===== config.mk =====
export PLATFORM = sky130hd
export DESIGN_NAME = fcsm_host
export DESIGN_NICKNAME = d
export VERILOG_FILES = /design/src/fcsm_bus_cycle.v /design/src/fcsm_host.v
export VERILOG_INCLUDE_DIRS = /design/src
export SDC_FILE = /design/constraint.sdc
export NUM_CORES = 1
export LEC_CHECK = 0
export CAP_MARGIN = 20
export CORE_UTILIZATION = 50
export DETAILED_ROUTE_END_ITERATION = 7
export DONT_BUFFER_PORTS = 1
export SLEW_MARGIN = 25
export SYNTH_ARGS = -nofsm -noshare
export SYNTH_HDL_FRONTEND = slang
export SYNTH_SLANG_ARGS = --single-unit
export TNS_END_PERCENT = 20

===== constraint.sdc =====
create_clock -name clk -period 3.4 [get_ports clk]
set_clock_uncertainty 0.2 [all_clocks]
set_input_delay 0.68 -clock clk [delete_from_list [all_inputs] [get_ports clk]]
set_output_delay 0.68 -clock clk [all_outputs]
set_load 0.03 [all_outputs]

===== src/fcsm_defines.vh =====
`ifndef FCSM_DEFINES_VH
`define FCSM_DEFINES_VH

// command codes written into the device command register
`define FCSM_CMD_READ      8'h00
`define FCSM_CMD_IDENT     8'h90
`define FCSM_CMD_ERASE     8'h20
`define FCSM_CMD_EVERIFY   8'hA0
`define FCSM_CMD_PROGRAM   8'h40
`define FCSM_CMD_PVERIFY   8'hC0
`define FCSM_CMD_RESET     8'hFF

// identification addresses
`define FCSM_ID_MFR_ADDR   17'h00000
`define FCSM_ID_DEV_ADDR   17'h00001

// erased byte value
`define FCSM_ERASED        8'hFF

// array geometry
`define FCSM_AW            17
`define FCSM_LAST_ADDR     17'h1FFFF

// host operation codes
`define FCSM_OP_READ       3'h0
`define FCSM_OP_IDENT      3'h1
`define FCSM_OP_ERASE      3'h2
`define FCSM_OP_PROGRAM    3'h3
`define FCSM_OP_RESET      3'h4

// bus cycle phase terminal count; each phase lasts this many clocks plus one
`define FCSM_PHASE_CYC     4'h4

// operation pulse length in clocks (erase and program timing)
`define FCSM_PULSE_CYC     16'h0A00

`endif


===== src/fcsm_bus_cycle.v =====
`timescale 1ns/1ps
`default_nettype none
`include "fcsm_defines.vh"

// one strobe cycle on the flash bus: write or read, three phases
module fcsm_bus_cycle (
   input  wire                   clk,
   input  wire                   resetn,
   input  wire                   start,
   input  wire                   wr,
   input  wire [`FCSM_AW-1:0]    addr,
   input  wire [7:0]             wdata,
   input  wire [7:0]             dq_in,
   output reg                    busy_ff,
   output reg                    done_ff,
   output reg  [7:0]             rdata_ff,
   output reg                    ce_n_ff,
   output reg                    we_n_ff,
   output reg                    oe_n_ff,
   output reg  [`FCSM_AW-1:0]    addr_ff,
   output reg  [7:0]             dq_out_ff,
   output reg                    dq_oe_ff
);

   localparam ST_IDLE   = 2'h0;
   localparam ST_SETUP  = 2'h1;
   localparam ST_STROBE = 2'h2;
   localparam ST_HOLD   = 2'h3;

   reg [1:0] state_ff;
   reg [3:0] cnt_ff;
   reg       wr_ff;

   wire cnt_end = (cnt_ff == `FCSM_PHASE_CYC);

   always @(posedge clk or negedge resetn) begin
      if (!resetn) begin
         state_ff  <= ST_IDLE;
         cnt_ff    <= 4'h0;
         wr_ff     <= 1'b0;
         busy_ff   <= 1'b0;
         done_ff   <= 1'b0;
         rdata_ff  <= 8'h00;
         ce_n_ff   <= 1'b1;
         we_n_ff   <= 1'b1;
         oe_n_ff   <= 1'b1;
         addr_ff   <= {`FCSM_AW{1'b0}};
         dq_out_ff <= 8'h00;
         dq_oe_ff  <= 1'b0;
      end else begin
         done_ff <= 1'b0;
         cnt_ff  <= cnt_end ? 4'h0 : cnt_ff + 4'h1;
         case (state_ff)
            ST_IDLE: begin
               cnt_ff <= 4'h0;
               if (start) begin
                  state_ff  <= ST_SETUP;
                  busy_ff   <= 1'b1;
                  wr_ff     <= wr;
                  addr_ff   <= addr;
                  dq_out_ff <= wdata;
                  dq_oe_ff  <= wr;
                  ce_n_ff   <= 1'b0;
               end
            end
            ST_SETUP: begin
               if (cnt_end) begin
                  state_ff <= ST_STROBE;
                  // address taken by the device on this falling edge
                  we_n_ff  <= ~wr_ff;
                  oe_n_ff  <= wr_ff;
               end
            end
            ST_STROBE: begin
               if (cnt_end) begin
                  state_ff <= ST_HOLD;
                  // data taken by the device on this rising edge
                  we_n_ff  <= 1'b1;
                  oe_n_ff  <= 1'b1;
                  if (!wr_ff) begin
                     rdata_ff <= dq_in;
                  end
               end
            end
            ST_HOLD: begin
               if (cnt_end) begin
                  // data hold past the strobe before releasing the bus
                  state_ff <= ST_IDLE;
                  ce_n_ff  <= 1'b1;
                  dq_oe_ff <= 1'b0;
                  busy_ff  <= 1'b0;
                  done_ff  <= 1'b1;
               end
            end
            default: begin
               state_ff <= ST_IDLE;
            end
         endcase
      end
   end

endmodule

`default_nettype wire


===== src/fcsm_host.v =====
// How it works
// - leave identification with another valid command
// - verify each byte with its own A0H
// - failed byte: erase again, resume there
// - leave erase verify with valid command
// - host compares verify byte with data
// - two FFH writes, then next command
// - writes need chip select and strobe low
`include "fcsm_defines.vh"
`timescale 1ns/1ps
`default_nettype none

module fcsm_host (
   input  wire                   clk,
   input  wire                   resetn,
   input  wire                   vpp_high,
   input  wire                   req,
   input  wire [2:0]             op,
   input  wire [`FCSM_AW-1:0]    req_addr,
   input  wire [7:0]             req_data,
   input  wire [7:0]             dq_in,
   output reg                    busy_ff,
   output reg                    done_ff,
   output reg                    err_ff,
   output reg  [7:0]             rsp_data_ff,
   output reg  [7:0]             rsp_data2_ff,
   output wire                   ce_n,
   output wire                   we_n,
   output wire                   oe_n,
   output wire [`FCSM_AW-1:0]    addr,
   output wire [7:0]             dq_out,
   output wire                   dq_oe
);

   // ---------------------------------------------------------------
   // sequencer states
   // ---------------------------------------------------------------
   localparam S_IDLE   = 4'h0;
   localparam S_WR1    = 4'h1;
   localparam S_WR2    = 4'h2;
   localparam S_PULSE  = 4'h3;
   localparam S_VFY    = 4'h4;
   localparam S_VRD    = 4'h5;
   localparam S_RD     = 4'h6;
   localparam S_RD2    = 4'h7;
   localparam S_WR3    = 4'h8;
   localparam S_FIN    = 4'h9;

   reg [3:0]            state_ff;
   reg [2:0]            op_ff;
   reg [`FCSM_AW-1:0]   a_ff;
   reg [`FCSM_AW-1:0]   ea_ff;
   reg [7:0]            d_ff;
   reg [15:0]           tmr_ff;
   reg                  go_ff;
   reg                  cwr_ff;
   reg [`FCSM_AW-1:0]   caddr_ff;
   reg [7:0]            cdata_ff;

   wire                 c_busy;
   wire                 c_done;
   wire [7:0]           c_rdata;

   // ---------------------------------------------------------------
   // bus cycle engine; outputs come straight from its flip-flops
   // ---------------------------------------------------------------
   // strobe with select
   fcsm_bus_cycle u_cyc (
      .clk       (clk),
      .resetn    (resetn),
      .start     (go_ff),
      .wr        (cwr_ff),
      .addr      (caddr_ff),
      .wdata     (cdata_ff),
      .dq_in     (dq_in),
      .busy_ff   (c_busy),
      .done_ff   (c_done),
      .rdata_ff  (c_rdata),
      .ce_n_ff   (ce_n),
      .we_n_ff   (we_n),
      .oe_n_ff   (oe_n),
      .addr_ff   (addr),
      .dq_out_ff (dq_out),
      .dq_oe_ff  (dq_oe)
   );

   wire cyc_free = !c_busy && !go_ff;
   wire tmr_end  = (tmr_ff == `FCSM_PULSE_CYC);
   // ident readout only after its own reads; stops the final 00 write from looping
   wire id_rd    = (op_ff == `FCSM_OP_IDENT) && !cwr_ff && !err_ff;

   // ---------------------------------------------------------------
   // operation sequencer
   // ---------------------------------------------------------------
   always @(posedge clk or negedge resetn) begin
      if (!resetn) begin
         state_ff     <= S_IDLE;
         op_ff        <= `FCSM_OP_READ;
         a_ff         <= {`FCSM_AW{1'b0}};
         ea_ff        <= {`FCSM_AW{1'b0}};
         d_ff         <= 8'h00;
         tmr_ff       <= 16'h0000;
         go_ff        <= 1'b0;
         cwr_ff       <= 1'b0;
         caddr_ff     <= {`FCSM_AW{1'b0}};
         cdata_ff     <= 8'h00;
         busy_ff      <= 1'b0;
         done_ff      <= 1'b0;
         err_ff       <= 1'b0;
         rsp_data_ff  <= 8'h00;
         rsp_data2_ff <= 8'h00;
      end else begin
         go_ff   <= 1'b0;
         done_ff <= 1'b0;
         case (state_ff)
            S_IDLE: begin
               if (req) begin
                  busy_ff  <= 1'b1;
                  err_ff   <= 1'b0;
                  op_ff    <= op;
                  a_ff     <= req_addr;
                  d_ff     <= req_data;
                  ea_ff    <= {`FCSM_AW{1'b0}};
                  if (!vpp_high && op != `FCSM_OP_READ) begin
                     err_ff   <= 1'b1;
                     state_ff <= S_FIN;
                  end else begin
                     state_ff <= S_WR1;
                  end
               end
            end
            S_WR1: begin
               if (cyc_free) begin
                  go_ff    <= 1'b1;
                  cwr_ff   <= 1'b1;
                  caddr_ff <= {`FCSM_AW{1'b0}};
                  case (op_ff)
                     `FCSM_OP_READ:    cdata_ff <= `FCSM_CMD_READ;
                     `FCSM_OP_IDENT:   cdata_ff <= `FCSM_CMD_IDENT;
                     `FCSM_OP_ERASE:   cdata_ff <= `FCSM_CMD_ERASE;
                     `FCSM_OP_PROGRAM: cdata_ff <= `FCSM_CMD_PROGRAM;
                     `FCSM_OP_RESET:   cdata_ff <= `FCSM_CMD_RESET;
                     // unknown ops fall back to read
                     default:          cdata_ff <= `FCSM_CMD_READ;
                  endcase
                  state_ff <= (op_ff == `FCSM_OP_READ || op_ff > `FCSM_OP_RESET) ? S_RD :
                              (op_ff == `FCSM_OP_IDENT) ? S_RD : S_WR2;
               end
            end
            S_WR2: begin
               if (cyc_free) begin
                  go_ff  <= 1'b1;
                  cwr_ff <= 1'b1;
                  caddr_ff <= (op_ff == `FCSM_OP_PROGRAM) ? a_ff : {`FCSM_AW{1'b0}};
                  cdata_ff <= (op_ff == `FCSM_OP_ERASE)   ? `FCSM_CMD_ERASE :
                              (op_ff == `FCSM_OP_PROGRAM) ? d_ff : `FCSM_CMD_RESET;
                  tmr_ff   <= 16'h0000;
                  state_ff <= (op_ff == `FCSM_OP_RESET) ? S_WR3 : S_PULSE;
               end
            end
            S_WR3: begin
               if (cyc_free) begin
                  go_ff    <= 1'b1;
                  cwr_ff   <= 1'b1;
                  caddr_ff <= {`FCSM_AW{1'b0}};
                  cdata_ff <= `FCSM_CMD_READ;
                  state_ff <= S_FIN;
               end
            end
            S_PULSE: begin
               if (cyc_free) begin
                  tmr_ff <= tmr_end ? tmr_ff : tmr_ff + 16'h0001;
                  if (tmr_end) begin
                     state_ff <= S_VFY;
                  end
               end
            end
            S_VFY: begin
               if (cyc_free) begin
                  go_ff  <= 1'b1;
                  cwr_ff <= 1'b1;
                  caddr_ff <= (op_ff == `FCSM_OP_ERASE) ? ea_ff : {`FCSM_AW{1'b0}};
                  cdata_ff <= (op_ff == `FCSM_OP_ERASE) ? `FCSM_CMD_EVERIFY :
                              `FCSM_CMD_PVERIFY;
                  state_ff <= S_VRD;
               end
            end
            S_VRD: begin
               if (cyc_free) begin
                  go_ff    <= 1'b1;
                  cwr_ff   <= 1'b0;
                  caddr_ff <= (op_ff == `FCSM_OP_ERASE) ? ea_ff : a_ff;
                  state_ff <= S_RD2;
               end
            end
            S_RD2: begin
               if (c_done) begin
                  rsp_data_ff <= c_rdata;
                  if (op_ff == `FCSM_OP_ERASE) begin
                     if (c_rdata == `FCSM_ERASED) begin
                        if (ea_ff == `FCSM_LAST_ADDR) begin
                           state_ff <= S_WR3;
                        end else begin
                           ea_ff    <= ea_ff + {{(`FCSM_AW-1){1'b0}}, 1'b1};
                           state_ff <= S_VFY;
                        end
                     end else begin
                        state_ff <= S_WR1;
                     end
                  end else begin
                     err_ff   <= (c_rdata != d_ff);
                     state_ff <= S_WR3;
                  end
               end
            end
            S_RD: begin
               // read cycle(s) after the command write
               if (cyc_free) begin
                  go_ff    <= 1'b1;
                  cwr_ff   <= 1'b0;
                  caddr_ff <= (op_ff == `FCSM_OP_IDENT) ? `FCSM_ID_MFR_ADDR : a_ff;
                  state_ff <= S_FIN;
               end
            end
            S_FIN: begin
               if (cyc_free) begin
                  if (id_rd && caddr_ff == `FCSM_ID_MFR_ADDR) begin
                     rsp_data_ff <= c_rdata;
                     go_ff       <= 1'b1;
                     cwr_ff      <= 1'b0;
                     caddr_ff    <= `FCSM_ID_DEV_ADDR;
                  end else if (id_rd && caddr_ff == `FCSM_ID_DEV_ADDR) begin
                     rsp_data2_ff <= c_rdata;
                     go_ff        <= 1'b1;
                     cwr_ff       <= 1'b1;
                     caddr_ff     <= {`FCSM_AW{1'b0}};
                     cdata_ff     <= `FCSM_CMD_READ;
                  end else begin
                     if (op_ff == `FCSM_OP_READ || op_ff > `FCSM_OP_RESET) begin
                        rsp_data_ff <= c_rdata;
                     end
                     busy_ff  <= 1'b0;
                     done_ff  <= 1'b1;
                     state_ff <= S_IDLE;
                  end
               end
            end
            default: begin
               state_ff <= S_IDLE;
            end
         endcase
      end
   end

endmodule

`default_nettype wire


* Word-level counts from Yosys, hierarchy flattened
Index checks and enable logic that the tools add are counted.
** Word-level totals
- Register bits :: 157
- Logic and storage cells :: 239
** Cells by class
- Add/sub/neg operators :: 3
- $lt $le $gt $ge :: 1
- Eq/ne operators :: 52
- Muxes and demuxes :: 107
- Bitwise gates (word level) :: 2
- Reduce and logical (&&, ||, !) cells :: 47
** Operators by type and width (count)
- $mux 17 :: 17
- $mux 8 :: 14
- $pmux 17 s6 :: 1
- $mux 4 :: 19
- $mux 16 :: 3
- $pmux 8 s5 :: 1
- $ne 2x2->1 const B :: 19
- $pmux 4 s9 :: 1
- $pmux 17 s2 :: 1
- $pmux 16 s2 :: 1
- $pmux 8 s4 :: 1
- $mux 1 :: 30
- $eq 4x3->1 const B :: 5
- $add 17x1->17 const B :: 1
- $eq 17x1->1 const B :: 1
- $eq 17x17->1 const B :: 1
- $logic_not 17->1 :: 1
- $add 16x1->16 const B :: 1
- $eq 16x12->1 const B :: 1
- $ne 2x1->1 const B :: 8
- $pmux 1 s2 :: 8
- $pmux 8 s2 :: 1
- $reduce_and 4->1 :: 4
- $reduce_and 8->1 :: 2
- 37 further kinds :: 70

* Depth between registers and ports, before layout
- Word-level depth :: 8
- Depth in mapped cells :: 10
- Gate-level depth less buffers :: 9

* Modules after synthesis
A second synthesis with hierarchy kept.
** Second synthesis, totals
- Cells, all modules :: 716
- Area, all modules :: 7716.2 um^2
** Modules (own cells, without submodules)
- fcsm_host :: times used 1, cells each 581, area each 5789.3 um^2, seq. area each 2777.7 um^2
- fcsm_bus_cycle :: times used 1, cells each 135, area each 1926.8 um^2, seq. area each 1154.9 um^2

* Least setup slack after synthesis
OpenSTA, ideal clock, no wires.
- Path type :: register to register
- Start point :: reg ea_ff[3]
- End point :: reg ea_ff[7]
- Data arrival time :: 2265 ps
- Required time :: 3122 ps
- Path slack :: 857 ps
- Stages on the path, launching flop included :: 11
- Cell sequence :: dfrtp_1 and3_1 and3_1 nand2_1 nor3_1 ha_1 nor4_2 buf_2 nand4b_1 or3_1 a21oi_1
** Between the ends
- Longest elaborated chain between the ends :: 6
- Elaborated cells on any way between the ends :: 9
** Ends and longest elaborated chain
- start, declared :: line fcsm_host.v:52 : reg [`FCSM_AW-1:0] ea_ff;
- start signal, assigned :: line fcsm_host.v:100 : ea_ff <= {`FCSM_AW{1'b0}};
- start signal, assigned :: line fcsm_host.v:123 : ea_ff <= {`FCSM_AW{1'b0}};
- start signal, assigned :: line fcsm_host.v:204 : ea_ff <= ea_ff + {{(`FCSM_AW-1){1'b0}}, 1'b1};
- $add 17x1->17 :: line fcsm_host.v:204
- $mux 17 :: line fcsm_host.v:201 : if (ea_ff == `FCSM_LAST_ADDR) begin
- $mux 17 :: line fcsm_host.v:200 : if (c_rdata == `FCSM_ERASED) begin
- $mux 17 :: line fcsm_host.v:199 : if (op_ff == `FCSM_OP_ERASE) begin
- $mux 17 :: line fcsm_host.v:197 : if (c_done) begin
- $pmux 17 s2 :: line fcsm_host.v:115 : case (state_ff)
Several ways; a longest one is shown, not always the timed one. The select of a mux whose other input is x is not followed.
A chain may end at the register's enable or synchronous reset.

* Final worst setup path
- Start point :: reg ea_ff[0]
- End point :: reg ea_ff[15]
Same word-level chain as after synthesis.

==> reports/metrics.cfg <==
[sta]
fmax_mhz = 348
fin_crit_sh_pct = 84.6
timing.final.crit_period_ns = 2.88
report.final.setup_viol = 0
final_max_slew_viol_count = 0
setup_tns_ns = 0
rsz0062_at_grt = no
relSlewSlack_pct = 47.7
worst_hold_slack_ns = -0.248
hold_violations = 157
fin_ws_ns = 0.524
worst_pin_slew_ns = 0.784

[global_routing]
grt_pass1_wl_um = 27500
antenna_found_initial = 0
grt_max_degree = 158
grt_use_total_pct = 22.6
overflow = 0
grt_pass1_vias = 5239

[power_and_ir_drop]
seq_power_share_pct = 44.6
combPwrFrac_pct = 26.0
internal_power_mw = 4.82
p_sw_mw = 2.70
p_leak_nw = 3.95
p_total_mw = 7.52
p_per_area_nw_per_um2 = 893
clkPwrFrac_pct = 29.4
ir_drop_mv = 0.417
switching_share_pct = 35.9

[yosys]
syn-cell-area_um2 = 7560
synthMuxAreaShare_pct = 12.0
synth-seq-cells = 157
synth_fa_ha_area_share_pct = 1.99
yosys.area_share.simple_pct = 18.4
synth_edf_count = 0
synth_cells = 722
synth.net_count = 774
synth_compound_area_share_pct = 10.8
synth_top_family_by_area = simple AND/OR/NAND/NOR gates
ys.flop_type = dfrtp_1
yosysWarnings = 0
syn_avg_cell_area_um2 = 10.5
synthArstFlopShare_pct = 100
synthXorXnorAreaFrac_pct = 1.85
synth.distinct_cells = 60
yosysSeqAreaShare_pct = 52.0

[hold_path]
hold_path_class = input port to asynchronous set/reset pin

[place]
post-place-ws_ns = 0.529
place_hpwl_um = 11400
place.gp.congestion = 0.817
placement.io_buffers = 0
dp.cells = 882

[cts]
cts_resized = 0
cts-root-buf = clkbuf_16
cts_max_level = 4
clkSinkCount = 157
cts_setup_buffers = 0
cts.clk_slew.worst_paths_ns = 0.06
cts_buffers = 17
cts_tree = yes
clkLatencyLatePin_ns = 0.42
ctsLongestPathBuffers = 2

[die]
die_w_um = 125
io_pins = 88
row_count = 44
start_util_pct = 51.6
die_area_um2 = 15600
die_h_um = 125
core-area_um2 = 14600

[drt]
drt-wirelength-per-cell_um = 18.1
viasPerCell = 5.82
dr.pass1.iters = 6
maxUsedRoutingLayer = met4
route.detailed.drc = 6
wirelength_um = 16500
drt-met1-wl_um = 7640
vias = 5315
met2_wirelength_um = 7760
initialDrtViolationCount = 370
ant_nets = 0
wl_met3_um = 920

[outcome]
violations = DRC, hold timing
status = finished with violations

[final_layout]
diodes = 0
seq_area_um2 = 3930
fillers = 1231
multiInputGateArea_um2 = 3410
drive_gt1_share_pct = 18.4
final_cell_mix = dfrtp_1 (154), nand2_1 (124), mux2_2 (70)
final_cells = 914
layout_commonest_cell = dfrtp_1
area_growth_pct = 11.4
nets = 769

[critical_path]
cp.arrival_ns = 3.02
path_class = flop to flop
end_kind = flop
cp_max_fo = 11
worst_setup_path_start_kind = flop
reg2reg_slack_ns = 0.52
critPathRequiredTime_ns = 3.54

[run]
maxCapViolations = 0

==> Yosys cell counts (3+ instances only) <==
cell	instances	share of area [%]
nor3b_1	3	0.30
clkbuf_1	19	0.94
inv_1	17	0.84
nand4_1	8	0.66
nor2_1	37	1.8
and2_1	6	0.50
and3_1	9	0.74
a21oi_1	26	1.7
nor2b_1	7	0.58
buf_1	3	0.15
ha_1	12	2.0
o31ai_1	14	1.4
nor3_1	12	0.79
mux2_4	8	1.6
o21ai_0	42	2.8
dfstp_2	3	1.0
buf_2	13	0.86
mux2_2	70	10
nand3_1	21	1.4
dfrtp_1	154	51
or4_1	6	0.60
o22ai_1	4	0.33
nand2b_1	6	0.50
o41ai_1	3	0.35
o22a_1	3	0.35
or3_1	6	0.50
nand2_1	124	6.2
a22o_1	17	2.0
a31oi_1	4	0.33
nor4_1	13	1.1
xor2_1	14	1.6
==> per-layer routing <==
layer	GRT usage, %	up-vias
met3	6.46	16
met5	0	-
met2	34.9	114
li1	-	2569
met1	30.6	2616
met4	7.68	0
==> cells by family after synthesis <==
group,Yosys count
AND/OR/NAND/NOR,279
flip-flops,157
AO/OA/AOI/OAI,127
multiplexers,78
buffers and inverters,53
XOR/XNOR,16
adder cells (fa/ha/maj),12
==> sequential cells by signal, indices dropped and copies added, names as in the netlist, 8 cells and up <==
name and flops:
a_ff 17, caddr_ff 17, cdata_ff 8, d_ff 8, ea_ff 17, rsp_data2_ff 8, rsp_data_ff 8, tmr_ff 16
u_cyc.addr_ff 17, u_cyc.dq_out_ff 8, u_cyc.rdata_ff 8
==> path summary, 6_finish.rpt <==
kind | endpoint | from | depth (start not counted)
worst max-delay path | ea_ff[15] | ea_ff[0] | 9
worst min-delay path | u_cyc.cnt_ff[3] | resetn | 0
worst max register to register | ea_ff[15] | ea_ff[0] | 9
worst min register to register | a_ff[14] | a_ff[14] | 2
max in group asynchronous | u_cyc.ce_n_ff | resetn | 0
min in group clk | op_ff[0] | op[0] | 2
==> worst max-delay path, cell delays in order, from the launching register on <==
cell	delay (ns)
dfrtp_1	0.42
ha_1	0.22
and2_1	0.20
nand2_1	0.19
nor3_1	0.08
ha_1	0.21
nor4_2	0.31
a21oi_1	0.27
or4_1	0.53
a21oi_1	0.15
==> power by group through the flow <==
stage	combinational, mW	clock, mW	sequential, mW
2_1_floorplan	1.64	0	3.18
3_3_place_gp	1.91	0	3.37
3_5_place_dp	1.96	0	3.39
4_1_cts	1.97	2.26	3.36
5_1_grt	2.19	2.33	3.45
6_report	1.95	2.21	3.36
==> cell type report <==
type                    count  area share (%)
flip-flops and latches    157            46.7
multi-input cells         512            40.4
clock buffers              20            5.54
clock inverters            12            2.75
well taps                 184            2.73
repair buffers             12            1.07
inverters                  17           0.758
==> through the flow <==
| step | area [um2] | utilization, % |
|---|---|---|
| after detailed placement | 7720 | 52.7 |
| final | 8420 | 57.5 |
| after floorplan | 7560 | - |
| after CTS | 8420 | 57.5 |
| after global placement | 7720 | 52.7 |
| after global routing | 8420 | 57.5 |
Note: power is estimated with default switching activity, not from simulation.
